## config.mk

```make
export PLATFORM = sky130hd
export DESIGN_NAME = ebct_top
export DESIGN_NICKNAME = d
export VERILOG_FILES = /design/src/design/ebct_pkg.sv /design/src/design/ebct_cfg_reg.sv /design/src/design/ebct_top.sv
export SDC_FILE = /design/constraint.sdc
export NUM_CORES = 1
export LEC_CHECK = 0
export BUFFER_PORTS_ARGS = -buffer_cell sky130_fd_sc_hd__buf_4
export CORE_ASPECT_RATIO = 0.7
export CORE_MARGIN = 2
export CORE_UTILIZATION = 40
export DETAILED_ROUTE_END_ITERATION = 6
export PLACE_DENSITY = 0.74
export RECOVER_POWER = 50
export SYNTH_ARGS = -nofsm -noshare
export SYNTH_HDL_FRONTEND = slang
export SYNTH_SLANG_ARGS = --single-unit
```

## constraint.sdc

```tcl
create_clock -name clk_sys -period 2.1 [get_ports clk_sys]
set_input_delay 0.525 -clock clk_sys [delete_from_list [all_inputs] [get_ports clk_sys]]
set_output_delay 0.525 -clock clk_sys [all_outputs]
set_load 0.03 [all_outputs]
```

## src/design/ebct_pkg.sv

```systemverilog
// Package with constants and types of the external bus cycle timing block.
package ebct_pkg;

  // ---------------------------------------------------------------------------
  // Window configuration
  // ---------------------------------------------------------------------------
  localparam int unsigned NUM_WIN        = 4;
  localparam int unsigned CFG_NUM        = NUM_WIN + 1;
  localparam int unsigned CFG_IDX_W      = 3;
  localparam logic [2:0]  CFG_DEFAULT    = 3'h0;
  localparam int unsigned ADDR_W         = 24;
  localparam int unsigned WAIT_W         = 4;
  localparam logic [3:0]  WAIT_MAX       = 4'hf;
  localparam int unsigned RDY_MODE_BIT   = 3;
  localparam logic [3:0]  WAIT_RST       = 4'h0;
  localparam logic        STRETCH_RST_DEF = 1'b1;
  localparam logic        STRETCH_RST_WIN = 1'b0;
  localparam logic        FLOAT_DIS_RST  = 1'b0;
  localparam logic        CMD_DIS_RST    = 1'b0;
  localparam logic        HSK_RST        = 1'b0;
  localparam logic        MUX_RST        = 1'b1;

  // ---------------------------------------------------------------------------
  // Timing
  // ---------------------------------------------------------------------------
  localparam int unsigned CLK_PERIOD_NS  = 50;
  localparam int unsigned HALF_CLK_NS    = 25;
  localparam int unsigned SYNC_STAGES    = 3;
  localparam int unsigned FLOAT_TICKS    = 2;

  // Cycle phases; each state lasts one half CPU clock except IDLE, WAIT, RDY and the two float states.
  typedef enum logic [3:0] {
    EBCT_IDLE,
    EBCT_ALE,
    EBCT_ALE_EXT,
    EBCT_HOLD,
    EBCT_HOLD_EXT,
    EBCT_CMD_DLY,
    EBCT_WAIT,
    EBCT_RDY,
    EBCT_XFER,
    EBCT_FLOAT_IMP,
    EBCT_FLOAT_PRG
  } ebct_state_t;

endpackage : ebct_pkg

```

## src/design/ebct_cfg_reg.sv

```systemverilog
// One configuration register set, default or window, with its reset values.
`timescale 1ns/1ps
`default_nettype none
module ebct_cfg_reg
  import ebct_pkg::*;
#(
  parameter logic STRETCH_RST = STRETCH_RST_WIN
) (
  input  wire logic              clk_sys,
  input  wire logic              sys_rst,
  input  wire logic              cfg_we,
  input  wire logic              stretch_in,
  input  wire logic [WAIT_W-1:0] wait_in,
  input  wire logic              float_dis_in,
  input  wire logic              cmd_dis_in,
  input  wire logic              hsk_in,
  input  wire logic              mux_in,
  output logic                   stretch_q,
  output logic      [WAIT_W-1:0] wait_q,
  output logic                   float_dis_q,
  output logic                   cmd_dis_q,
  output logic                   hsk_q,
  output logic                   mux_q
);

  always_ff @(posedge clk_sys) begin
    if (sys_rst) begin
      stretch_q   <= STRETCH_RST;
      wait_q      <= WAIT_RST;
      float_dis_q <= FLOAT_DIS_RST;
      cmd_dis_q   <= CMD_DIS_RST;
      hsk_q       <= HSK_RST;
      mux_q       <= MUX_RST;
    end else if (cfg_we) begin
      stretch_q   <= stretch_in;
      wait_q      <= wait_in;
      float_dis_q <= float_dis_in;
      cmd_dis_q   <= cmd_dis_in;
      hsk_q       <= hsk_in;
      mux_q       <= mux_in;
    end
  end

endmodule : ebct_cfg_reg
`default_nettype wire

```

## src/design/ebct_top.sv

```systemverilog
// External bus cycle timing controller with per-window configuration.
//
// Operation
// Stretch bit set lengthens the latch strobe by half a CPU clock.
// Multiplexed stretch also lengthens address hold; data moves one clock later.
// Default config stretch bit resets to one, window stretch bits to zero.
// Insert fifteen minus the cycle wait count wait states, one clock each.
// CPU stalls during wait states when it needs the pending access.
// Float-wait disable low inserts one clock before the next address.
// Float wait stalls only a following external access, not the CPU; an internal access is still acked only after it ends.
// Multiplexed cycles add one implicit float wait on top of programmed one.
// Command delay puts strobe half a clock after latch falls, else coincident.
// Command delay applies when its disable bit is zero; resets to zero.
// Command delay keeps memory cycle time and overall length unchanged.
// Software should enable command delay for multiplexed windows.
// Handshake mode uses low three wait bits, then samples ready.
// Wait count bit three picks direct or synchronised ready sampling.
// External device pulls ready low when data latched or valid.
// External device may release ready on the strobe rising edge.
// Handshake cycles wait for ready indefinitely; only reset ends them.
// Clock output should be enabled for synchronous ready use.
// Asynchronous ready is sampled earlier and costs synchroniser wait states.
// Cycle ends at the first ready sample that sees ready active.
// Internal accesses run at full speed, no external timing applies; during a float wait their ack waits until it ends.
// Timing of the matching one of four windows, else the default config.
// Asynchronous ready passes a synchroniser on the CPU clock first.
`timescale 1ns/1ps
`default_nettype none
module ebct_top
  import ebct_pkg::*;
(
  input  wire logic                            clk_sys,
  input  wire logic                            sys_rst,
  // Configuration write port: index 0 is the default config, 1..4 the windows.
  input  wire logic                            cfg_we,
  input  wire logic [CFG_IDX_W-1:0]            cfg_sel,
  input  wire logic                            cfg_latch_strobe_stretch,
  input  wire logic [WAIT_W-1:0]               cfg_cycle_wait_count,
  input  wire logic                            cfg_float_wait_disable,
  input  wire logic                            cfg_command_delay_disable,
  input  wire logic                            cfg_handshake_enable,
  input  wire logic                            cfg_mux_mode,
  // Window address select: base and mask per window, flattened.
  input  wire logic [NUM_WIN*ADDR_W-1:0]       window_address_select_base,
  input  wire logic [NUM_WIN*ADDR_W-1:0]       window_address_select_mask,
  // Access request from the core.
  input  wire logic                            acc_req,
  input  wire logic                            acc_internal,
  input  wire logic [ADDR_W-1:0]               acc_addr,
  input  wire logic                            acc_needed,
  output logic                                 acc_ack,
  output logic                                 cpu_stall,
  // Pins; command strobe low active, address latch strobe high active.
  input  wire logic                            ready_n,
  output logic                                 addr_latch_strobe,
  output logic                                 cmd_strobe_n,
  output logic                                 addr_drive,
  output logic                                 bus_float,
  // Readback of the configuration selected by cfg_sel, plus the busy status.
  output logic                                 stat_latch_strobe_stretch,
  output logic [WAIT_W-1:0]                    stat_cycle_wait_count,
  output logic                                 stat_float_wait_disable,
  output logic                                 stat_command_delay_disable,
  output logic                                 stat_handshake_enable,
  output logic                                 stat_busy
);

  // ---------------------------------------------------------------------------
  // Configuration storage
  // ---------------------------------------------------------------------------
  logic [CFG_NUM-1:0]        str_v;
  logic [CFG_NUM-1:0]        fdis_v;
  logic [CFG_NUM-1:0]        cdis_v;
  logic [CFG_NUM-1:0]        hsk_v;
  logic [CFG_NUM-1:0]        mux_v;
  logic [WAIT_W-1:0]         wait_v [CFG_NUM];

  genvar g;
  generate
    for (g = 0; g < CFG_NUM; g++) begin : g_cfg
      ebct_cfg_reg #(
        .STRETCH_RST ((g == 0) ? STRETCH_RST_DEF : STRETCH_RST_WIN)
      ) u_cfg (
        .clk_sys      (clk_sys),
        .sys_rst      (sys_rst),
        .cfg_we       (cfg_we && (cfg_sel == CFG_IDX_W'(g))),
        .stretch_in   (cfg_latch_strobe_stretch),
        .wait_in      (cfg_cycle_wait_count),
        .float_dis_in (cfg_float_wait_disable),
        .cmd_dis_in   (cfg_command_delay_disable),
        .hsk_in       (cfg_handshake_enable),
        .mux_in       (cfg_mux_mode),
        .stretch_q    (str_v[g]),
        .wait_q       (wait_v[g]),
        .float_dis_q  (fdis_v[g]),
        .cmd_dis_q    (cdis_v[g]),
        .hsk_q        (hsk_v[g]),
        .mux_q        (mux_v[g])
      );
    end
  endgenerate

  wire logic [CFG_IDX_W-1:0] rd_idx = (cfg_sel < CFG_IDX_W'(CFG_NUM)) ? cfg_sel : CFG_DEFAULT;
  assign stat_latch_strobe_stretch  = str_v[rd_idx];
  assign stat_cycle_wait_count      = wait_v[rd_idx];
  assign stat_float_wait_disable    = fdis_v[rd_idx];
  assign stat_command_delay_disable = cdis_v[rd_idx];
  assign stat_handshake_enable      = hsk_v[rd_idx];

  // ---------------------------------------------------------------------------
  // Window decode
  // ---------------------------------------------------------------------------
  // Lower windows win when several match, so overlapping windows stay defined.
  logic [CFG_IDX_W-1:0] hit_idx;
  always_comb begin
    hit_idx = CFG_DEFAULT;
    for (int i = NUM_WIN - 1; i >= 0; i--) begin
      if (((acc_addr ^ window_address_select_base[i*ADDR_W +: ADDR_W])
           & window_address_select_mask[i*ADDR_W +: ADDR_W]) == '0) begin
        hit_idx = CFG_IDX_W'(i + 1);
      end
    end
  end

  // ---------------------------------------------------------------------------
  // Ready synchroniser
  // ---------------------------------------------------------------------------
  // Three stages; the state is only taken when the last two agree.
  logic [SYNC_STAGES-1:0] rdy_sync_q;
  logic                   rdy_async_q;
  always_ff @(posedge clk_sys) begin
    if (sys_rst) begin
      rdy_sync_q  <= '1;
      rdy_async_q <= 1'b1;
    end else begin
      rdy_sync_q <= {rdy_sync_q[SYNC_STAGES-2:0], ready_n};
      if (rdy_sync_q[1] == rdy_sync_q[2]) begin
        rdy_async_q <= rdy_sync_q[2];
      end
    end
  end

  // ---------------------------------------------------------------------------
  // Cycle sequencer
  // ---------------------------------------------------------------------------
  // Half-clock phases are emulated: the sequencer runs one state per clk_sys,
  // where clk_sys stands for the CPU half period. Each wait state is two ticks.
  ebct_state_t          st_q, st_d;
  logic [CFG_IDX_W-1:0] cur_q, cur_d;
  logic [WAIT_W:0]      cnt_q, cnt_d;
  logic                 fprg_q, fprg_d;

  wire logic             c_str   = str_v[cur_q];
  wire logic             c_mux   = mux_v[cur_q];
  wire logic             c_hsk   = hsk_v[cur_q];
  wire logic             c_cdis  = cdis_v[cur_q];
  wire logic             c_fdis  = fdis_v[cur_q];
  wire logic [WAIT_W-1:0] c_wait = wait_v[cur_q];
  wire logic             c_async = c_wait[RDY_MODE_BIT];

  // Handshake mode counts only the low three bits and inverts them alike.
  wire logic [WAIT_W-1:0] wait_hsk = {1'b0, ~c_wait[RDY_MODE_BIT-1:0]};
  wire logic [WAIT_W-1:0] wait_nrm = WAIT_MAX - c_wait;
  wire logic [WAIT_W-1:0] wait_sel = c_hsk ? wait_hsk : wait_nrm;
  wire logic [WAIT_W:0]   wait_ticks = {wait_sel, 1'b0};

  // Direct ready is the pin sampled once; the async path is the filtered one.
  logic rdy_direct_q;
  always_ff @(posedge clk_sys) begin
    if (sys_rst) begin
      rdy_direct_q <= 1'b1;
    end else begin
      rdy_direct_q <= ready_n;
    end
  end
  wire logic rdy_seen = c_async ? ~rdy_async_q : ~rdy_direct_q;

  wire logic start_ext = acc_req && !acc_internal;
  wire logic idle      = (st_q == EBCT_IDLE);
  wire logic in_float  = (st_q == EBCT_FLOAT_IMP) || (st_q == EBCT_FLOAT_PRG);

  always_comb begin
    st_d   = st_q;
    cur_d  = cur_q;
    cnt_d  = cnt_q;
    fprg_d = fprg_q;
    unique case (st_q)
      EBCT_IDLE: begin
        if (start_ext) begin
          cur_d = hit_idx;
          st_d  = EBCT_ALE;
        end
      end
      EBCT_ALE: begin
        st_d = c_str ? EBCT_ALE_EXT : EBCT_HOLD;
      end
      EBCT_ALE_EXT: begin
        st_d = EBCT_HOLD;
      end
      EBCT_HOLD: begin
        // Address hold extension only exists when address and data share pins.
        st_d  = (c_str && c_mux) ? EBCT_HOLD_EXT : EBCT_CMD_DLY;
        cnt_d = wait_ticks;
      end
      EBCT_HOLD_EXT: begin
        st_d = EBCT_CMD_DLY;
      end
      EBCT_CMD_DLY: begin
        // The delay phase is present either way; only the strobe moves inside it.
        st_d = (cnt_q != '0) ? EBCT_WAIT : (c_hsk ? EBCT_RDY : EBCT_XFER);
      end
      EBCT_WAIT: begin
        cnt_d = cnt_q - (WAIT_W + 1)'(1);
        if (cnt_q == (WAIT_W + 1)'(1)) begin
          st_d = c_hsk ? EBCT_RDY : EBCT_XFER;
        end
      end
      EBCT_RDY: begin
        // No timeout here: a missing ready holds the cycle until reset.
        if (rdy_seen) begin
          st_d = EBCT_XFER;
        end
      end
      EBCT_XFER: begin
        fprg_d = !c_fdis;
        if (c_mux) begin
          st_d = EBCT_FLOAT_IMP;
        end else if (!c_fdis) begin
          st_d = EBCT_FLOAT_PRG;
        end else begin
          st_d = EBCT_IDLE;
        end
        cnt_d = (WAIT_W + 1)'(FLOAT_TICKS);
      end
      EBCT_FLOAT_IMP, EBCT_FLOAT_PRG: begin
        cnt_d = cnt_q - (WAIT_W + 1)'(1);
        if (cnt_q == (WAIT_W + 1)'(1)) begin
          cnt_d = (WAIT_W + 1)'(FLOAT_TICKS);
          if (st_q == EBCT_FLOAT_IMP && fprg_q) begin
            st_d = EBCT_FLOAT_PRG;
          end else begin
            st_d   = EBCT_IDLE;
            fprg_d = 1'b0;
          end
        end
      end
      default: st_d = EBCT_IDLE;
    endcase
  end

  always_ff @(posedge clk_sys) begin
    if (sys_rst) begin
      st_q   <= EBCT_IDLE;
      cur_q  <= CFG_DEFAULT;
      cnt_q  <= '0;
      fprg_q <= 1'b0;
    end else begin
      st_q   <= st_d;
      cur_q  <= cur_d;
      cnt_q  <= cnt_d;
      fprg_q <= fprg_d;
    end
  end

  // ---------------------------------------------------------------------------
  // Outputs
  // ---------------------------------------------------------------------------
  // Without the delay the command falls with the latch strobe, inside the address hold.
  wire logic cmd_next  = (st_d == EBCT_HOLD_EXT) || (st_d == EBCT_CMD_DLY)
                         || (st_d == EBCT_WAIT) || (st_d == EBCT_RDY) || (st_d == EBCT_XFER);
  wire logic cmd_early = (st_d == EBCT_HOLD) && c_cdis;

  logic ale_q, cmd_n_q, addr_q, float_q, ack_q;
  always_ff @(posedge clk_sys) begin
    if (sys_rst) begin
      ale_q   <= 1'b0;
      cmd_n_q <= 1'b1;
      addr_q  <= 1'b0;
      float_q <= 1'b0;
      ack_q   <= 1'b0;
    end else begin
      ale_q   <= (st_d == EBCT_ALE) || (st_d == EBCT_ALE_EXT);
      cmd_n_q <= !(cmd_next || cmd_early);
      addr_q  <= (st_d == EBCT_ALE) || (st_d == EBCT_ALE_EXT) || (st_d == EBCT_HOLD)
                 || (st_d == EBCT_HOLD_EXT);
      float_q <= (st_d == EBCT_FLOAT_IMP) || (st_d == EBCT_FLOAT_PRG);
      // Internal accesses complete at once when the sequencer is idle, with no external phases; a float wait holds them off.
      ack_q   <= (acc_req && acc_internal && idle) || (st_q == EBCT_XFER);
    end
  end

  assign addr_latch_strobe = ale_q;
  assign cmd_strobe_n      = cmd_n_q;
  assign addr_drive        = addr_q;
  assign bus_float         = float_q;
  assign acc_ack           = ack_q;
  assign stat_busy         = !idle;

  // The float phase stalls only a following external access; a busy cycle
  // stalls the core only when it waits on this very access.
  // The request that ack_q answers still stands and must not count as the next one.
  assign cpu_stall = (acc_needed && !idle && !in_float)
                   || (start_ext && acc_needed && in_float && !ack_q);

endmodule : ebct_top
`default_nettype wire

```

==> flow_summary_export.csv <==
group,metric,value,unit
status,outcome,"finished, violations left",
status,violations,"negative setup slack",
clocking,insertion_delay,0.34,ns
power,powerDensity,620,nW/um^2
timing,finalSetupViolations,10,
finish,stdcell_count,1107,
worst_setup_path,reg2reg_depth,9,
clocking,cts_made_buffers,9,
place,dp_cells,1082,
worst_setup_path,end_kind,"flip-flop",
floorplanning,rows,34,
grt,grt.busiest_layer,"met2",
timing,fin_ws,-0.0980,ns
timing,timing.final.crit_share,1.05,
timing,drv_slew,0,
grt,grt_pass1_vias,5958,
place,place_hpwl,17200,microns
finish,area_growth,58.0,%
worst_setup_path,critPathMaxStageDelay,0.36,ns
synthesis,yosys_warnings,0,
place,gp_congestion,0.917,
grt,antenna_found_initial,3,
floorplanning,io_pins,250,
grt,grt_use_met1,0.411,
finish,fillers,1089,
timing,max_slew_margin,0.489,
timing,whs,0.372,ns
timing,min_period,2.20,ns
clocking,root_buffer,"clkbuf_16",
floorplanning,die_y,98.2,microns
grt,met2_usage,0.471,
grt,use_met3,0.0765,
drt,avgRoutedWirePerCell,19.2,microns
timing,rsz0062_at_grt,"yes",
clocking,htreeDepth,3,
clocking,cts_tree,"done",
grt,grt_overflow,0,
synthesis,synth_seq_area_share,0.264,
synthesis,postSynth.asyncResetShare,0,
synthesis,synth_edf_count,0,
timing,hold_viol,0,
timing,worstMarginPinSlew,0.767,ns
synthesis,syn-num-nets,871,
grt,grt_max_degree,35,
clocking,clkSinkCount,67,
floorplanning,die_area,13600,sq um
finish,final_nets,1175,
place,io_buffers,249,
worst_setup_path,cp-start-kind,"flip-flop",
finish,drive_gt1_frac,0.418,
clocking,path_clk_slew,0.06,ns
drt,drt_first_pass_iters,5,
synthesis,netlist_area,5070,sq um
drt,viasPerCell,5.51,
synthesis,synth_cells,633,
worst_setup_path,crit_cells,9,
clocking,clockBufferDepth,2,
drt,wirelength,21200,microns
clocking,ctsHoldBuffers,0,
drt,ant_nets,0,
power,ir_worst_vdd,0.444,mV
grt,track_usage,0.302,
worst_setup_path,worst-path-max-fanout,8,
synthesis,synth_cell_types,66,
drt,drc,0,
floorplanning,start_util,0.410,
worst_setup_path,cp.arrival,2.42,ns
drt,vias,6099,
flow_run,drv_cap,0,
timing,fmax,0.455,GHz
min_path,whs_path_depth,2,
timing,clock_skew,0.00693,ns
worst_setup_path,path_delay_family,"buffers and inverters",
worst_setup_path,cp.required,2.32,ns
floorplanning,core_area,12400,sq um
worst_setup_path,cp_num_buf_inv,3,
min_path,hold_path.class,"in -> reg",
synthesis,avgSynthCellArea,8.01,sq um
power,leakage,3.54,nW
drt,drtIter0Drc,679,
worst_setup_path,slowest_stage,"dfxtp_1",
floorplanning,die_w,139,microns
worst_setup_path,crit_chain,"clkbuf_1, nor2b_1, buf_4, nand3_2, o211ai_1, nor3_2, buf_4, xnor2_2, nor3_2",
grt,grt_first_pass_wirelength,31800,microns
synthesis,synth.ff_latch_count,67,
synthesis,ys.flop_type,"dfxtp_1",
worst_setup_path,path_class,"reg -> reg",
## power breakdown
group	total, mW	leakage (nW)	internal (mW)	switching, mW
clock network	1.69	0.160	1.08	0.610
logic	1.87	2.83	0.942	0.932
registers	1.40	0.547	1.35	0.0501
total	4.96	3.54	3.37	1.59
## cells in the final DEF, fill, tap and decap left out, types with 7 or more instances in the layout
| master | count |
|---|---|
| nand4_1 | 11 |
| xor2_1 | 96 |
| clkbuf_16 | 9 |
| mux2i_1 | 18 |
| dfxtp_1 | 61 |
| nand2_1 | 111 |
| nand2b_1 | 10 |
| nor2b_1 | 9 |
| nand3b_1 | 7 |
| nor3_1 | 10 |
| nor2_2 | 7 |
| a22oi_1 | 47 |
| a21oi_1 | 58 |
| buf_4 | 305 |
| nor2_1 | 34 |
| clkbuf_1 | 8 |
## logic make-up after synthesis
logic type | Yosys count | share of synthesized area
and+or+nand+nor | 234 | 0.223
AOI/OAI and AO/OA | 170 | 0.231
xor gates and xnor gates | 99 | 0.171
DFF | 67 | 0.264
buffers and inverters | 33 | 0.0402
muxes | 27 | 0.0629
adders and majority gates | 3 | 0.00740
## final timing paths
kind	start	slack, ns	end
setup reg to reg	st_q[2]$_SDFF_PP0_	-0.1	bus_float$_SDFF_PP0_
hold / removal	ready_n	0.37	rdy_sync_q[0]$_SDFF_PP1_
setup / recovery	st_q[2]$_SDFF_PP0_	-0.1	bus_float$_SDFF_PP0_
hold reg to reg	g_cfg[3].u_cfg.float_dis_q$_SDFFE_PP0P_	0.47	g_cfg[3].u_cfg.float_dis_q$_SDFFE_PP0P_
## final cells by class
| type | count | area (sq um) | area share |
|---|---|---|---|
| sequential | 67 | 1350 | 0.169 |
| clock buffer | 10 | 239 | 0.0298 |
| inverter | 6 | 22.5 | 0.00281 |
| tap | 162 | 203 | 0.0253 |
| timing repair buffer | 320 | 2390 | 0.299 |
| multi-input combinational | 533 | 3700 | 0.462 |
| clock inverter | 6 | 93.8 | 0.0117 |
| antenna | 3 | 7.51 | 0.000937 |
## state kept, by name, indices dropped and copies added, names as in the netlist
register                 count
addr_drive                   1
rdy_sync_q                   3
st_q                         4
g_cfg.u_cfg.mux_q            5
bus_float                    1
cmd_strobe_n                 1
g_cfg.u_cfg.float_dis_q      5
g_cfg.u_cfg.stretch_q        5
g_cfg.u_cfg.wait_q          20
g_cfg.u_cfg.hsk_q            5
cur_q                        3
g_cfg.u_cfg.cmd_dis_q        5
fprg_q                       1
acc_ack                      1
addr_latch_strobe            1
rdy_async_q                  1
cnt_q                        5
## metal layers
layer	vias up	share of wire
li1	2881	-
met1	2843	0.42
met2	332	0.46
met3	43	0.093
met4	0	0.026
met5	-	0
## through the flow
stage / total power [mW] / util / worst slack (ns) / cell area (sq um) / setup TNS, ns
after floorplan: 2.29 / - / -0.109 / 5110 / -0.219
after detailed placement: 3.15 / 0.605 / -0.237 / 7490 / -1.26
final: 4.96 / 0.647 / -0.0980 / 8010 / -0.616
after global placement: 3.13 / 0.605 / -0.209 / 7490 / -1.06
after global routing: 5.17 / 0.647 / -0.223 / 8010 / -1.92
after CTS: 4.89 / 0.640 / -0.117 / 7920 / -0.212
## Yosys cell counts (10+ instances only)
cell	number	area share
a21oi_1	59	0.058
a22oi_1	47	0.070
clkbuf_1	15	0.011
dfxtp_1	67	0.26
mux2i_1	18	0.036
nand2_1	111	0.082
nand2b_1	11	0.014
nand4_1	11	0.014
nor2_1	41	0.030
nor2b_1	10	0.012
nor3_1	10	0.0099
o21ai_0	10	0.0099
xor2_1	97	0.17
## timing repair
action,4_1_cts,5_1_grt
endpoints found under the hold margin,0,0
setup endpoints to repair,10,15
gates resized for setup,19,20
pin swaps,9,10
buffers inserted,5,3
Note: power is estimated with default switching activity, not from simulation.
